<file path="src/core/dcsi_map.vh">
// Purpose: Constants for the daisy-chain serial input path
// Assumes: Included by bare name from core design files
// Notes: Definitions only
`ifndef DCSI_MAP_VH
`define DCSI_MAP_VH
`define DCSI_WORD_BITS 16
`define DCSI_CNT_BITS 5
`define DCSI_MSB 15
`define DCSI_FIFO_DEPTH 16
`define DCSI_FIFO_AW 4
`define DCSI_SHIFT_RST 16'h0000
`define DCSI_DAC_RST 16'h0000
`define DCSI_CNT_RST 5'h00
`define DCSI_ST_IDLE 3'h1
`define DCSI_ST_SHIFT 3'h2
`define DCSI_ST_HOLD 3'h4
`endif

</file>
<file path="src/core/dcsi_sync.v">
// Purpose: Two flip-flop synchroniser for pin inputs
// Assumes: Inputs are asynchronous to clk_i
// Notes: First stage is read only by the second
`timescale 1ns/1ps
module dcsi_sync #(
   parameter WIDTH = 4,
   parameter [WIDTH-1:0] RST_VAL = {WIDTH{1'b0}}
) (
   input wire clk_i,
   input wire rst_n_i,
   input wire [WIDTH-1:0] async_i,
   output wire [WIDTH-1:0] sync_o
);
   reg [WIDTH-1:0] meta_ff;
   reg [WIDTH-1:0] sync_ff;

   // Plain double-register stage, reset to idle pin levels
   always @(posedge clk_i or negedge rst_n_i) begin
      if (!rst_n_i) begin
         meta_ff <= RST_VAL;
         sync_ff <= RST_VAL;
      end else begin
         meta_ff <= async_i;
         sync_ff <= meta_ff;
      end
   end

   assign sync_o = sync_ff;
endmodule

</file>
<file path="src/core/dcsi_fifo.v">
// Purpose: Small synchronous FIFO for latched words
// Assumes: Single clock, depth a power of two
// Notes: Read data comes from a register
`timescale 1ns/1ps
module dcsi_fifo #(
   parameter WIDTH = 16,
   parameter DEPTH = 16,
   parameter AW = 4
) (
   input wire clk_i,
   input wire rst_n_i,
   input wire in_valid_i,
   output wire in_ready_o,
   input wire [WIDTH-1:0] in_data_i,
   output wire out_valid_o,
   input wire out_ready_i,
   output wire [WIDTH-1:0] out_data_o
);
   reg [WIDTH-1:0] mem_ff [0:DEPTH-1];
   reg [AW:0] wr_ptr_ff;
   reg [AW:0] rd_ptr_ff;
   reg [WIDTH-1:0] rd_data_ff;
   reg rd_valid_ff;
   wire full;
   wire empty;
   wire [AW:0] used;
   wire do_wr;
   wire do_rd;

   // The output register holds a word too, so count it against the depth
   assign used = wr_ptr_ff - rd_ptr_ff;
   assign full = used[AW] || ((used == DEPTH - 1) && rd_valid_ff);
   assign empty = (wr_ptr_ff == rd_ptr_ff);
   assign in_ready_o = !full;
   assign do_wr = in_valid_i && !full;
   // Prefetch into output register when it is free or being drained
   assign do_rd = !empty && (!rd_valid_ff || out_ready_i);
   assign out_valid_o = rd_valid_ff;
   assign out_data_o = rd_data_ff;

   // Storage array, no reset needed on data
   always @(posedge clk_i) begin
      if (do_wr) begin
         mem_ff[wr_ptr_ff[AW-1:0]] <= in_data_i;
      end
   end

   // Pointers and registered read port
   always @(posedge clk_i or negedge rst_n_i) begin
      if (!rst_n_i) begin
         wr_ptr_ff <= {(AW+1){1'b0}};
         rd_ptr_ff <= {(AW+1){1'b0}};
         rd_data_ff <= {WIDTH{1'b0}};
         rd_valid_ff <= 1'b0;
      end else begin
         if (do_wr) begin
            wr_ptr_ff <= wr_ptr_ff + 1'b1;
         end
         if (do_rd) begin
            rd_ptr_ff <= rd_ptr_ff + 1'b1;
            rd_data_ff <= mem_ff[rd_ptr_ff[AW-1:0]];
            rd_valid_ff <= 1'b1;
         end else if (out_ready_i) begin
            rd_valid_ff <= 1'b0;
         end
      end
   end
endmodule

</file>
<file path="src/core/dcsi_core.v">
// Purpose: Daisy-chain serial input path with serial pass-through output
// Assumes: Shift clock, data, frame select, load strobe and mode pin are
//          asynchronous pins sampled by clk_i (shift clock well below clk_i/4)
// Notes: Latched words queue in a FIFO before the load strobe moves them
//
// Overview of operation
// - Chain mode pin high selects daisy chain, low selects standalone.
// - Chain mode removes the fixed sixteen-clock gating of the shift clock.
// - In chain mode every shift clock rising edge shifts while frame low.
// - Beyond sixteen pulses, bits leaving the register appear on serial out.
// - In chain mode serial out changes after shift clock falling edge, held a full period.
// - Frame select high ends transfer; no further bits enter the register.
// - Word latched on frame select rising edge in both modes.
// - Shared load strobe moves the oldest queued word into DAC register together.
// - Serial out gives readback or feeds next device serial input.
// - First bit received is the most significant bit.
// - Serial input sampled on shift clock rising edge.
`timescale 1ns/1ps
`include "dcsi_map.vh"
module dcsi_core #(
   parameter WIDTH = `DCSI_WORD_BITS,
   parameter DEPTH = `DCSI_FIFO_DEPTH,
   parameter AW = `DCSI_FIFO_AW
) (
   input wire clk_i,
   input wire rst_n_i,
   input wire shift_clk_i,
   input wire serial_data_in_i,
   input wire frame_select_n_i,
   input wire load_outputs_n_i,
   input wire chain_enable_pin_i,
   input wire dac_ready_i,
   output wire chain_serial_out_o,
   output wire [WIDTH-1:0] input_reg_o,
   output wire [WIDTH-1:0] dac_reg_o,
   output wire dac_update_o,
   output wire word_pending_o,
   output wire frame_overrun_o,
   output wire chain_mode_o
);
   wire [3:0] pins_sync;
   wire sclk_s;
   wire sdin_s;
   wire frame_n_s;
   wire load_outputs_n_n_s;
   reg chain_en_ff;
   reg sclk_d_ff;
   reg frame_d_ff;
   reg load_outputs_n_d_ff;
   reg [WIDTH-1:0] shift_ff;
   reg [`DCSI_CNT_BITS-1:0] cnt_ff;
   reg [2:0] state_ff;
   reg [2:0] nxt_state;
   reg sdo_ff;
   wire mode_s;
   wire [WIDTH-1:0] nxt_shift;
   genvar g;
   reg [WIDTH-1:0] in_reg_ff;
   reg [WIDTH-1:0] dac_ff;
   reg upd_ff;
   reg overrun_ff;
   wire sclk_rise;
   wire sclk_fall;
   wire frame_rise;
   wire frame_fall;
   wire load_outputs_n_fall;
   wire gate_open;
   wire do_shift;
   wire fifo_in_ready;
   wire fifo_out_valid;
   wire [WIDTH-1:0] fifo_out_data;
   wire fifo_take;

   // Pins idle high for frame, load strobe and link clock
   // Resetting to idle levels avoids a false edge right after reset
   dcsi_sync #(
      .WIDTH(4),
      .RST_VAL(4'hD)
   ) u_sync (
      .clk_i(clk_i),
      .rst_n_i(rst_n_i),
      .async_i({frame_select_n_i, load_outputs_n_i, serial_data_in_i, shift_clk_i}),
      .sync_o(pins_sync)
   );

   assign sclk_s = pins_sync[0];
   assign sdin_s = pins_sync[1];
   assign load_outputs_n_n_s = pins_sync[2];
   assign frame_n_s = pins_sync[3];

   // Mode strap is a pin too, so it gets its own two flops
   // before the frame-gated sample below
   dcsi_sync #(
      .WIDTH(1),
      .RST_VAL(1'b0)
   ) u_mode_sync (
      .clk_i(clk_i),
      .rst_n_i(rst_n_i),
      .async_i(chain_enable_pin_i),
      .sync_o(mode_s)
   );

   // Edge history of synchronised pins
   always @(posedge clk_i or negedge rst_n_i) begin
      if (!rst_n_i) begin
         sclk_d_ff <= 1'b1;
         frame_d_ff <= 1'b1;
         load_outputs_n_d_ff <= 1'b1;
      end else begin
         sclk_d_ff <= sclk_s;
         frame_d_ff <= frame_n_s;
         load_outputs_n_d_ff <= load_outputs_n_n_s;
      end
   end

   // Single-cycle edge pulses; the link must stay well below clk_i/4
   // or an edge can be lost between two samples
   assign sclk_rise = sclk_s && !sclk_d_ff;
   assign sclk_fall = !sclk_s && sclk_d_ff;
   assign frame_rise = frame_n_s && !frame_d_ff;
   assign frame_fall = !frame_n_s && frame_d_ff;
   assign load_outputs_n_fall = !load_outputs_n_n_s && load_outputs_n_d_ff;

   // Mode pin is a static strap; sample it only between frames so a
   // change mid-frame cannot corrupt the bit count
   always @(posedge clk_i or negedge rst_n_i) begin
      if (!rst_n_i) begin
         chain_en_ff <= 1'b0;
      end else if (frame_n_s) begin
         chain_en_ff <= mode_s;
      end
   end

   // Frame state machine
   // Hold parks a standalone frame after sixteen bits until the
   // frame select rises, so extra pulses are simply ignored
   always @* begin
      nxt_state = state_ff;
      case (state_ff)
         `DCSI_ST_IDLE: begin
            if (frame_fall) begin
               nxt_state = `DCSI_ST_SHIFT;
            end
         end
         `DCSI_ST_SHIFT: begin
            if (frame_rise) begin
               nxt_state = `DCSI_ST_IDLE;
            end else if (!gate_open) begin
               nxt_state = `DCSI_ST_HOLD;
            end
         end
         `DCSI_ST_HOLD: begin
            if (frame_rise) begin
               nxt_state = `DCSI_ST_IDLE;
            end
         end
         default: begin
            nxt_state = `DCSI_ST_IDLE;
         end
      endcase
   end

   always @(posedge clk_i or negedge rst_n_i) begin
      if (!rst_n_i) begin
         state_ff <= `DCSI_ST_IDLE;
      end else begin
         state_ff <= nxt_state;
      end
   end

   // Standalone gates after sixteen bits; chain mode never gates
   assign gate_open = chain_en_ff || (cnt_ff < `DCSI_WORD_BITS);
   // Shift only on rising edge while frame is low
   assign do_shift = sclk_rise && !frame_n_s && gate_open && (state_ff != `DCSI_ST_HOLD);

   // One stage per bit: stage zero takes the pin, the rest take
   // their neighbour, so the first bit in ends up at the top
   generate
      for (g = 0; g < WIDTH; g = g + 1) begin : g_stage
         if (g == 0) begin : g_first
            assign nxt_shift[g] = sdin_s;
         end else begin : g_rest
            assign nxt_shift[g] = shift_ff[g-1];
         end
      end
   endgenerate

   // Shift register and pulse count; the count saturates so a long
   // free-running burst cannot wrap it back below sixteen
   always @(posedge clk_i or negedge rst_n_i) begin
      if (!rst_n_i) begin
         shift_ff <= `DCSI_SHIFT_RST;
         cnt_ff <= `DCSI_CNT_RST;
      end else if (frame_fall) begin
         cnt_ff <= `DCSI_CNT_RST;
      end else if (do_shift) begin
         shift_ff <= nxt_shift;
         if (cnt_ff != {`DCSI_CNT_BITS{1'b1}}) begin
            cnt_ff <= cnt_ff + 1'b1;
         end
      end
   end

   // Serial out updates only after a falling edge, so it is stable
   // across the next rising edge where the next device samples it.
   // It shows the top stage, so a frame's first bit is ready for the
   // far device's seventeenth rising edge; quiet in standalone
   always @(posedge clk_i or negedge rst_n_i) begin
      if (!rst_n_i) begin
         sdo_ff <= 1'b0;
      end else if (!chain_en_ff) begin
         sdo_ff <= 1'b0;
      end else if (sclk_fall) begin
         sdo_ff <= shift_ff[WIDTH-1];
      end
   end

   // Latch the word at frame end in either mode; queue it if room.
   // A full queue still updates the visible input register, only
   // the queued copy is lost and flagged until the next frame
   always @(posedge clk_i or negedge rst_n_i) begin
      if (!rst_n_i) begin
         in_reg_ff <= `DCSI_DAC_RST;
         overrun_ff <= 1'b0;
      end else begin
         if (frame_rise) begin
            in_reg_ff <= shift_ff;
         end
         if (frame_rise && !fifo_in_ready) begin
            overrun_ff <= 1'b1;
         end else if (frame_fall) begin
            overrun_ff <= 1'b0;
         end
      end
   end

   // Load strobe moves the oldest queued word; dac_ready_i can stall
   // Only the falling edge acts, so a strobe held low moves one word
   assign fifo_take = load_outputs_n_fall && dac_ready_i;

   // DAC register and its one-cycle update pulse

   always @(posedge clk_i or negedge rst_n_i) begin
      if (!rst_n_i) begin
         dac_ff <= `DCSI_DAC_RST;
         upd_ff <= 1'b0;
      end else begin
         upd_ff <= 1'b0;
         if (fifo_take && fifo_out_valid) begin
            dac_ff <= fifo_out_data;
            upd_ff <= 1'b1;
         end
      end
   end

   // Queue between frame ends and load strobes; trades area for
   // letting the host send several frames before one update
   dcsi_fifo #(
      .WIDTH(WIDTH),
      .DEPTH(DEPTH),
      .AW(AW)
   ) u_fifo (
      .clk_i(clk_i),
      .rst_n_i(rst_n_i),
      .in_valid_i(frame_rise),
      .in_ready_o(fifo_in_ready),
      .in_data_i(shift_ff),
      .out_valid_o(fifo_out_valid),
      .out_ready_i(fifo_take),
      .out_data_o(fifo_out_data)
   );

   // All outputs come straight from flip-flops
   assign chain_serial_out_o = sdo_ff;
   assign input_reg_o = in_reg_ff;
   assign dac_reg_o = dac_ff;
   assign dac_update_o = upd_ff;
   assign word_pending_o = fifo_out_valid;
   assign frame_overrun_o = overrun_ff;
   assign chain_mode_o = chain_en_ff;
endmodule

</file>
<file path="config.mk">
export PLATFORM = sky130hd
export DESIGN_NAME = dcsi_core
export DESIGN_NICKNAME = d
export VERILOG_FILES = /design/src/core/dcsi_sync.v /design/src/core/dcsi_fifo.v /design/src/core/dcsi_core.v
export VERILOG_INCLUDE_DIRS = /design/src /design/src/core
export SDC_FILE = /design/constraint.sdc
export NUM_CORES = 1
export LEC_CHECK = 0
export ABC_AREA = 1
export BUFFER_PORTS_ARGS = -buffer_cell sky130_fd_sc_hd__buf_4
export CAP_MARGIN = 40
export CORE_MARGIN = 2
export CORE_UTILIZATION = 56
export DETAILED_ROUTE_END_ITERATION = 7
export PLACE_DENSITY = 0.76
export SYNTH_ARGS = -nofsm -noshare
export SYNTH_HDL_FRONTEND = slang
export SYNTH_HIERARCHICAL = 1
export SYNTH_SLANG_ARGS = --single-unit
export TNS_END_PERCENT = 10
</file>
<file path="constraint.sdc">
create_clock -name clk_i -period 3.2 [get_ports clk_i]
set_input_delay 0.48 -clock clk_i [delete_from_list [all_inputs] [get_ports clk_i]]
set_output_delay 0.48 -clock clk_i [all_outputs]
set_load 0.01 [all_outputs]
</file>
==> results.py, run 1 <==
metrics = {
    "status": {
        "outcome": "finished clean",
    },
    "global_route": {
        "track_usage": 0.256,
        "grt_max_degree": 129,
        "grt_pass1_vias": 10300,
        "grt_first_pass_wirelength_um": 55300,
        "antenna_found_initial": 0,
        "grt_overflow_total": 0,
    },
    "logic_synthesis": {
        "yosys_warnings": 6,
        "mappedNetlistArea_mm2": 0.0153,
        "synth_ff_type": "edfxtp_1",
        "yosysTopAreaCell": "edfxtp_1",
        "syn-num-nets": 1551,
        "synth_top_area_frac": 0.501,
        "ys_seq_elements": 356,
        "syn_avg_cell_area_um2": 10.0,
        "synth.area.top_cells": "edfxtp_1 50%, dfrtp_1 15%, nand2_1 12%",
        "synth_edf_count": 256,
        "ys_async_sr_fraction": 0.281,
        "syn_inst": 1531,
        "synth.distinct_cells": 34,
        "ys_seq_area_frac": 0.665,
    },
    "clocking": {
        "cts_hold_buf": 0,
        "cts_resized": 0,
        "cts_made_buffers": 36,
        "cts_tree": "yes",
        "cts_max_level": 2,
        "cts_root_buf": "clkbuf_16",
        "clk_pin_slew_ns": 0.06,
        "clk_path_buf_depth": 3,
        "cts_setup_buffers": 0,
        "clock_latency_ns": 0.51,
        "cts.sinks": 356,
    },
    "job": {
        "cap_violations": 0,
    },
    "worst_setup_path": {
        "r2r_start": "u_fifo/wr_ptr_ff[0]",
        "worstPathMaxFanout": 21,
        "path_class": "register to register",
        "cp.required_ns": 3.45,
        "end_kind": "register",
        "startpoint": "u_fifo/wr_ptr_ff[0]",
        "start_kind": "register",
        "worstPathArrival_ns": 2.98,
    },
    "sta": {
        "min_period_ns": 2.73,
        "fmax_ghz": 0.366,
        "rsz0062_at_grt": "false",
        "worst_pin_slew_ns": 0.940,
        "finalCritPeriodShare": 0.853,
        "fin_tns_setup_ns": 0,
        "max-slew-margin-rel": 0.373,
        "fin_worst_skew_ns": 0.0149,
        "fin_hold_ws_ns": 0.0205,
        "setup_viol": 0,
        "hold_viol": 0,
        "drv_slew": 0,
    },
    "die": {
        "fp.dieH_um": 170,
        "rows": 60,
        "fp.dieW_um": 170,
        "start_util": 0.569,
        "coreArea_mm2": 0.0270,
        "die_area_mm2": 0.0287,
        "ios": 45,
    },
    "placed_design": {
        "place.port_buffers": 44,
        "hpwl_um": 22200,
        "place_inst": 1885,
        "finalWeightedCongestion": 0.896,
    },
    "finish": {
        "fin_util": 0.638,
        "layout-drive-gt1-share": 0.106,
        "fin_cells": 1950,
        "fin_nets": 1603,
        "area_delta_synth_final_pct": 12.0,
        "n_antenna_cell": 0,
    },
    "power": {
        "ir_worst_vdd_v": 0.000481,
        "power.density_mw_per_mm2": 849,
        "p_leak_nw": 7.69,
    },
    "drt": {
        "dr.pass1.iters": 5,
        "routed_wl_um": 35800,
        "drc": 0,
        "num_vias": 10600,
        "drt_iter0_drc": 1097,
        "wl_per_cell_um": 18.4,
        "avgViaCountPerCell": 5.41,
        "ant_nets": 0,
    },
    "min_path": {
        "hold_class": "primary input to asynchronous set/reset pin",
    },
}
## cells in the final DEF (no fill, tap or decap), types with 2 or more instances in the layout
| master | count |
|---|---|
| a21oi_1 | 2 |
| buf_12 | 2 |
| buf_16 | 3 |
| buf_4 | 72 |
| buf_8 | 3 |
| clkbuf_1 | 10 |
| clkbuf_16 | 37 |
| clkbuf_8 | 5 |
| clkinv_1 | 7 |
| clkinv_2 | 4 |
| dfrtp_1 | 88 |
| dfstp_2 | 10 |
| edfxtp_1 | 256 |
| ha_1 | 11 |
| inv_1 | 229 |
| inv_2 | 7 |
| nand2_1 | 480 |
| nand2_2 | 6 |
| nand3_1 | 196 |
| nand3_2 | 2 |
| nand4_1 | 7 |
| nor2_1 | 116 |
| nor2_2 | 3 |
| nor2_4 | 2 |
| o21ai_0 | 18 |
| o21ai_1 | 7 |
| o21ai_2 | 6 |
| xor2_1 | 7 |
## power by group
part / switching, mW / internal (mW)
combinational: 3.26 / 1.44
clock: 1.63 / 2.32
sequential: 0.412 / 5.54
## through the flow
step                instance area [um2]  power (mW)  worst slack, ns
floorplan                         15300        9.20            0.213
global placement                  15900        10.5            0.585
detailed placement                16100        10.6            0.534
CTS                               17200        14.6            0.524
global route                      17200        15.4            0.329
finish                            17200        14.6            0.469
## cell families (layout without fill, tap and decap cells)
group           Yosys count  in the layout  share of synthesized area
buf+inv                 304            382                     0.0860
xor+xnor                  7              7                    0.00400
flops                   356            356                      0.665
compound gates           36             36                     0.0136
simple gates            816            816                      0.221
fa+ha+maj                12             12                     0.0103
## cell type report
type | count | area [um2]
clock buffer | 52 | 1030
multi-input combinational | 871 | 3830
inverter | 238 | 895
tap | 341 | 427
fill | 2085 | 9770
sequential | 356 | 10200
clock inverter | 12 | 83.8
timing repair buffer | 80 | 708
## synth_stat cells (2+ instances only)
cell type	count
o21ai_1	7
ha_1	11
nand3_1	196
nor2_1	116
o21ai_2	6
nand2_1	480
nor2_4	2
nor2_2	3
buf_6	13
inv_1	230
o21ai_0	18
nand3_2	2
buf_4	6
buf_2	37
xor2_1	7
a21oi_1	2
edfxtp_1	256
dfrtp_1	90
buf_1	3
inv_2	7
clkbuf_1	6
dfstp_2	10
nand4_1	7
nand2_2	6
## final timing paths
check | endpoint | slack (ns) | cells past startpoint
max | u_fifo/mem_ff[5][0] | 0.47 | 11
min | chain_serial_out_o | 0.02 | 1
max reg2reg | u_fifo/mem_ff[5][0] | 0.47 | 11
min reg2reg | u_sync/sync_o[1] | 0.35 | 0
max in group asynchronous | u_sync/meta_ff[0] | 2.45 | 2
min in group clk_i | u_sync/meta_ff[3] | 0.08 | 1
## layer usage
layer  track usage  wire [um]  up-vias
met4         0.109       1430        0
met5             0          0        -
met2         0.425      17300      484
met1         0.339      14100     5002
met3        0.0424       3090       97
li1              -          -     4971
## state kept, by name (all words and copies together) (netlist names), 3 cells and up
signal / cells
cnt_ff: 5
dac_reg_o: 16
input_reg_o: 16
shift_ff: 16
state_ff: 3
u_fifo/mem_ff: 256
u_fifo/out_data_o: 16
u_fifo/rd_ptr_ff: 5
u_fifo/wr_ptr_ff: 5
u_sync/meta_ff: 4
u_sync/sync_o: 4
## worst max-delay path: stages (launching register included)
cell      delay (ns)
dfrtp_1         0.43
inv_1           0.15
ha_1            0.16
inv_1           0.06
fa_1            0.53
nand3b_1        0.07
nor2_1          0.17
nand3_2         0.16
nand3_2         0.10
buf_4           0.30
nor2_1          0.11
buf_4           0.21
Power figures use the tool's default switching activity.
==> run 2: changes to the inputs <==
- ABC_AREA: 1 -> default
- CORE_UTILIZATION: 56 -> 55
- PLACE_DENSITY: 0.76 -> 0.71
==> run 2 against run 1 <==
Against the previous run:
- first-iteration DRC count down 46%
- largest cell class unchanged
- final cell count fell by 38%
- wire length is 22% lower
- via count down 33%
- critical path depth did not move
- worst setup slack worse by 0.36 ns
- flip-flop and latch count unchanged
==> results.py, run 2 <==
metrics = {
    "clocking": {
        "cts_hold_buf": 0,
        "cts_made_buffers": 37,
        "cts_tree": "yes",
        "cts_setup_buffers": 0,
        "clk_path_buf_depth": 3,
        "cts_root_buf": "clkbuf_16",
        "clk_pin_slew_ns": 0.06,
        "cts_resized": 0,
        "cts_max_level": 2,
        "cts.sinks": 356,
        "clock_latency_ns": 0.52,
    },
    "min_path": {
        "hold_class": "primary input to asynchronous set/reset pin",
    },
    "global_route": {
        "grt_max_degree": 68,
        "grt_first_pass_wirelength_um": 44600,
        "use_met2": 0.369,
        "antenna_found_initial": 0,
        "grt_overflow_total": 0,
        "met3_usage": 0.0435,
        "grt_most_used_layer": "met2",
        "track_usage": 0.226,
        "grt_use_met1": 0.317,
        "grt_pass1_vias": 7645,
    },
    "logic_synthesis": {
        "muxShareOfSynthArea": 0.134,
        "syn-num-nets": 790,
        "synthAdderAreaFrac": 0.0114,
        "synth_compound_area_frac": 0.0250,
        "synth-simple-area-share": 0.0655,
        "yosysTopAreaCell": "edfxtp_1",
        "synth_edf_count": 256,
        "synth.area.top_cells": "edfxtp_1 56%, dfrtp_1 16%, mux4_2 10%",
        "ys_async_sr_fraction": 0.281,
        "syn_inst": 770,
        "yosysMostFrequentCell": "edfxtp_1",
        "synth_top_area_frac": 0.557,
        "yosys_warnings": 6,
        "ys_seq_elements": 356,
        "synth_ff_type": "edfxtp_1",
        "mappedNetlistArea_mm2": 0.0138,
        "ys_seq_area_frac": 0.739,
        "synthTopCellsByCount": "256 x edfxtp_1, 112 x nand2_1, 90 x dfrtp_1, 64 x mux4_2, 34 x mux2_2",
        "synthXorXnorAreaFrac": 0.00762,
        "synth_top_family_by_area": "multiplexers",
        "syn_avg_cell_area_um2": 17.9,
        "synth.distinct_cells": 44,
    },
    "power": {
        "power.density_mw_per_mm2": 825,
        "p_leak_nw": 5.85,
        "ir_worst_vdd_v": 0.000599,
    },
    "sta": {
        "setup_ws_ns": 0.105,
        "max-slew-margin-rel": 0.456,
        "worst_pin_slew_ns": 0.816,
        "fin_tns_setup_ns": 0,
        "fin_hold_ws_ns": 0.0277,
        "hold_viol": 0,
        "drv_slew": 0,
        "fmax_ghz": 0.323,
        "rsz0062_at_grt": "false",
        "setup_viol": 0,
        "min_period_ns": 3.10,
        "fin_worst_skew_ns": 0.0160,
        "finalCritPeriodShare": 0.967,
    },
    "worst_setup_path": {
        "cpMostUsedCell": "buf_12",
        "path_class": "register to register",
        "cp.required_ns": 3.42,
        "reg2reg_to": "u_fifo/mem_ff[0][14]",
        "r2r_cells": 11,
        "worstPathMaxFanout": 16,
        "startpoint": "u_fifo/wr_ptr_ff[0]",
        "worstPathArrival_ns": 3.32,
        "r2r_start": "u_fifo/wr_ptr_ff[0]",
        "slowest_delay_ns": 0.46,
        "end_kind": "register",
        "start_kind": "register",
        "cp_cell_sequence": "inv_2 > ha_1 > inv_1 > fa_2 > a21o_1 > a21oi_2 > xor2_2 > or3b_4 > buf_12 > nor4b_4 > buf_12",
        "slowest_stage": "or3b_4",
        "rrSetupSlack_ns": 0.10,
    },
    "die": {
        "start_util": 0.564,
        "die_area_mm2": 0.0264,
        "ios": 45,
        "rows": 57,
        "fp.dieW_um": 162,
        "coreArea_mm2": 0.0245,
        "fp.dieH_um": 162,
    },
    "job": {
        "cap_violations": 0,
    },
    "finish": {
        "layout_common_cells": "256 x edfxtp_1, 112 x nand2_1, 88 x dfrtp_1",
        "fill_cells": 1618,
        "largest_register_ffs": 256,
        "area_delta_synth_final_pct": 16.9,
        "layout-drive-gt1-share": 0.306,
        "n_antenna_cell": 0,
        "final_common_cell": "edfxtp_1",
        "fin_nets": 876,
    },
    "status": {
        "outcome": "finished clean",
    },
    "drt": {
        "dr.pass1.iters": 6,
        "drt_iter0_drc": 595,
        "drc": 0,
        "routed_wl_um": 27800,
        "num_vias": 7049,
        "avgViaCountPerCell": 5.84,
        "wl_per_cell_um": 23.1,
        "ant_nets": 0,
    },
    "placed_design": {
        "finalWeightedCongestion": 0.768,
        "pre_cts_slack_ns": 0.0737,
        "place.port_buffers": 44,
        "hpwl_um": 17300,
    },
}
run 2: cell types whose count changed in the layout (fill, tap and decap cells not counted), moves of 34 or more:
cell	previous run	this run
inv_1	229	7
mux2_2	0	34
mux4_2	0	64
nand2_1	480	112
nand3_1	196	7
nor2_1	116	26
run 2: where the power goes:
part	internal (mW)	leakage [nW]	switching (mW)
logic	1.55	1.75	1.89
clock network	2.40	0.562	1.64
registers	5.48	3.53	0.347
run 2: how the worst max path moves through the flow:
stage,endpoint,slack [ns],depth (start not counted)
after floorplan,u_fifo/mem_ff[10][0],0.02,10
after global placement,u_fifo/mem_ff[0][2],0.15,11
after detailed placement,u_fifo/mem_ff[0][3],0.07,11
after CTS,u_fifo/mem_ff[0][15],0.03,11
after global routing,u_fifo/mem_ff[0][14],0.001,11
final,u_fifo/mem_ff[0][14],0.10,11
run 2: logic make-up after synthesis:
| kind of cell | Yosys count |
|---|---|
| fa+ha+maj | 12 |
| flops | 356 |
| simple gates | 192 |
| buf+inv | 48 |
| xor+xnor | 12 |
| compound gates | 50 |
| mux | 100 |
run 2: per-layer routing:
metal,routed length (um),vias to the layer above
met3,1960,45
met5,0,-
met4,507,0
met2,13600,265
met1,11800,3600
li1,-,3139
run 2: worst max-delay path: cells and delay by family, from the launching register on:
kind	cells	cell delay (ns)
flops	1	0.38
simple gates	2	0.79
fa+ha+maj	2	0.59
compound gates	2	0.36
xor+xnor	1	0.13
buf+inv	4	0.53
run 2: final cells by class:
class | instances | area [um2] | share of cell area
clock inverters | 12 | 80.1 | 0.00497
repair buffers | 84 | 813 | 0.0504
inverters | 11 | 41.3 | 0.00256
flip-flops and latches | 356 | 10200 | 0.633
clock buffers | 53 | 1070 | 0.0663
well taps | 324 | 405 | 0.0251
multi-input cells | 366 | 3510 | 0.218
run 2: per-stage QoR:
stage	instance area, um2	std cells	power, mW	util
final	16100	1206	13.3	0.659
after global routing	16100	1206	13.9	0.659
after CTS	16100	1206	13.4	0.659
after detailed placement	15000	1141	9.35	0.612
after global placement	14900	1140	9.23	0.611
after floorplan	14000	770	8.20	-
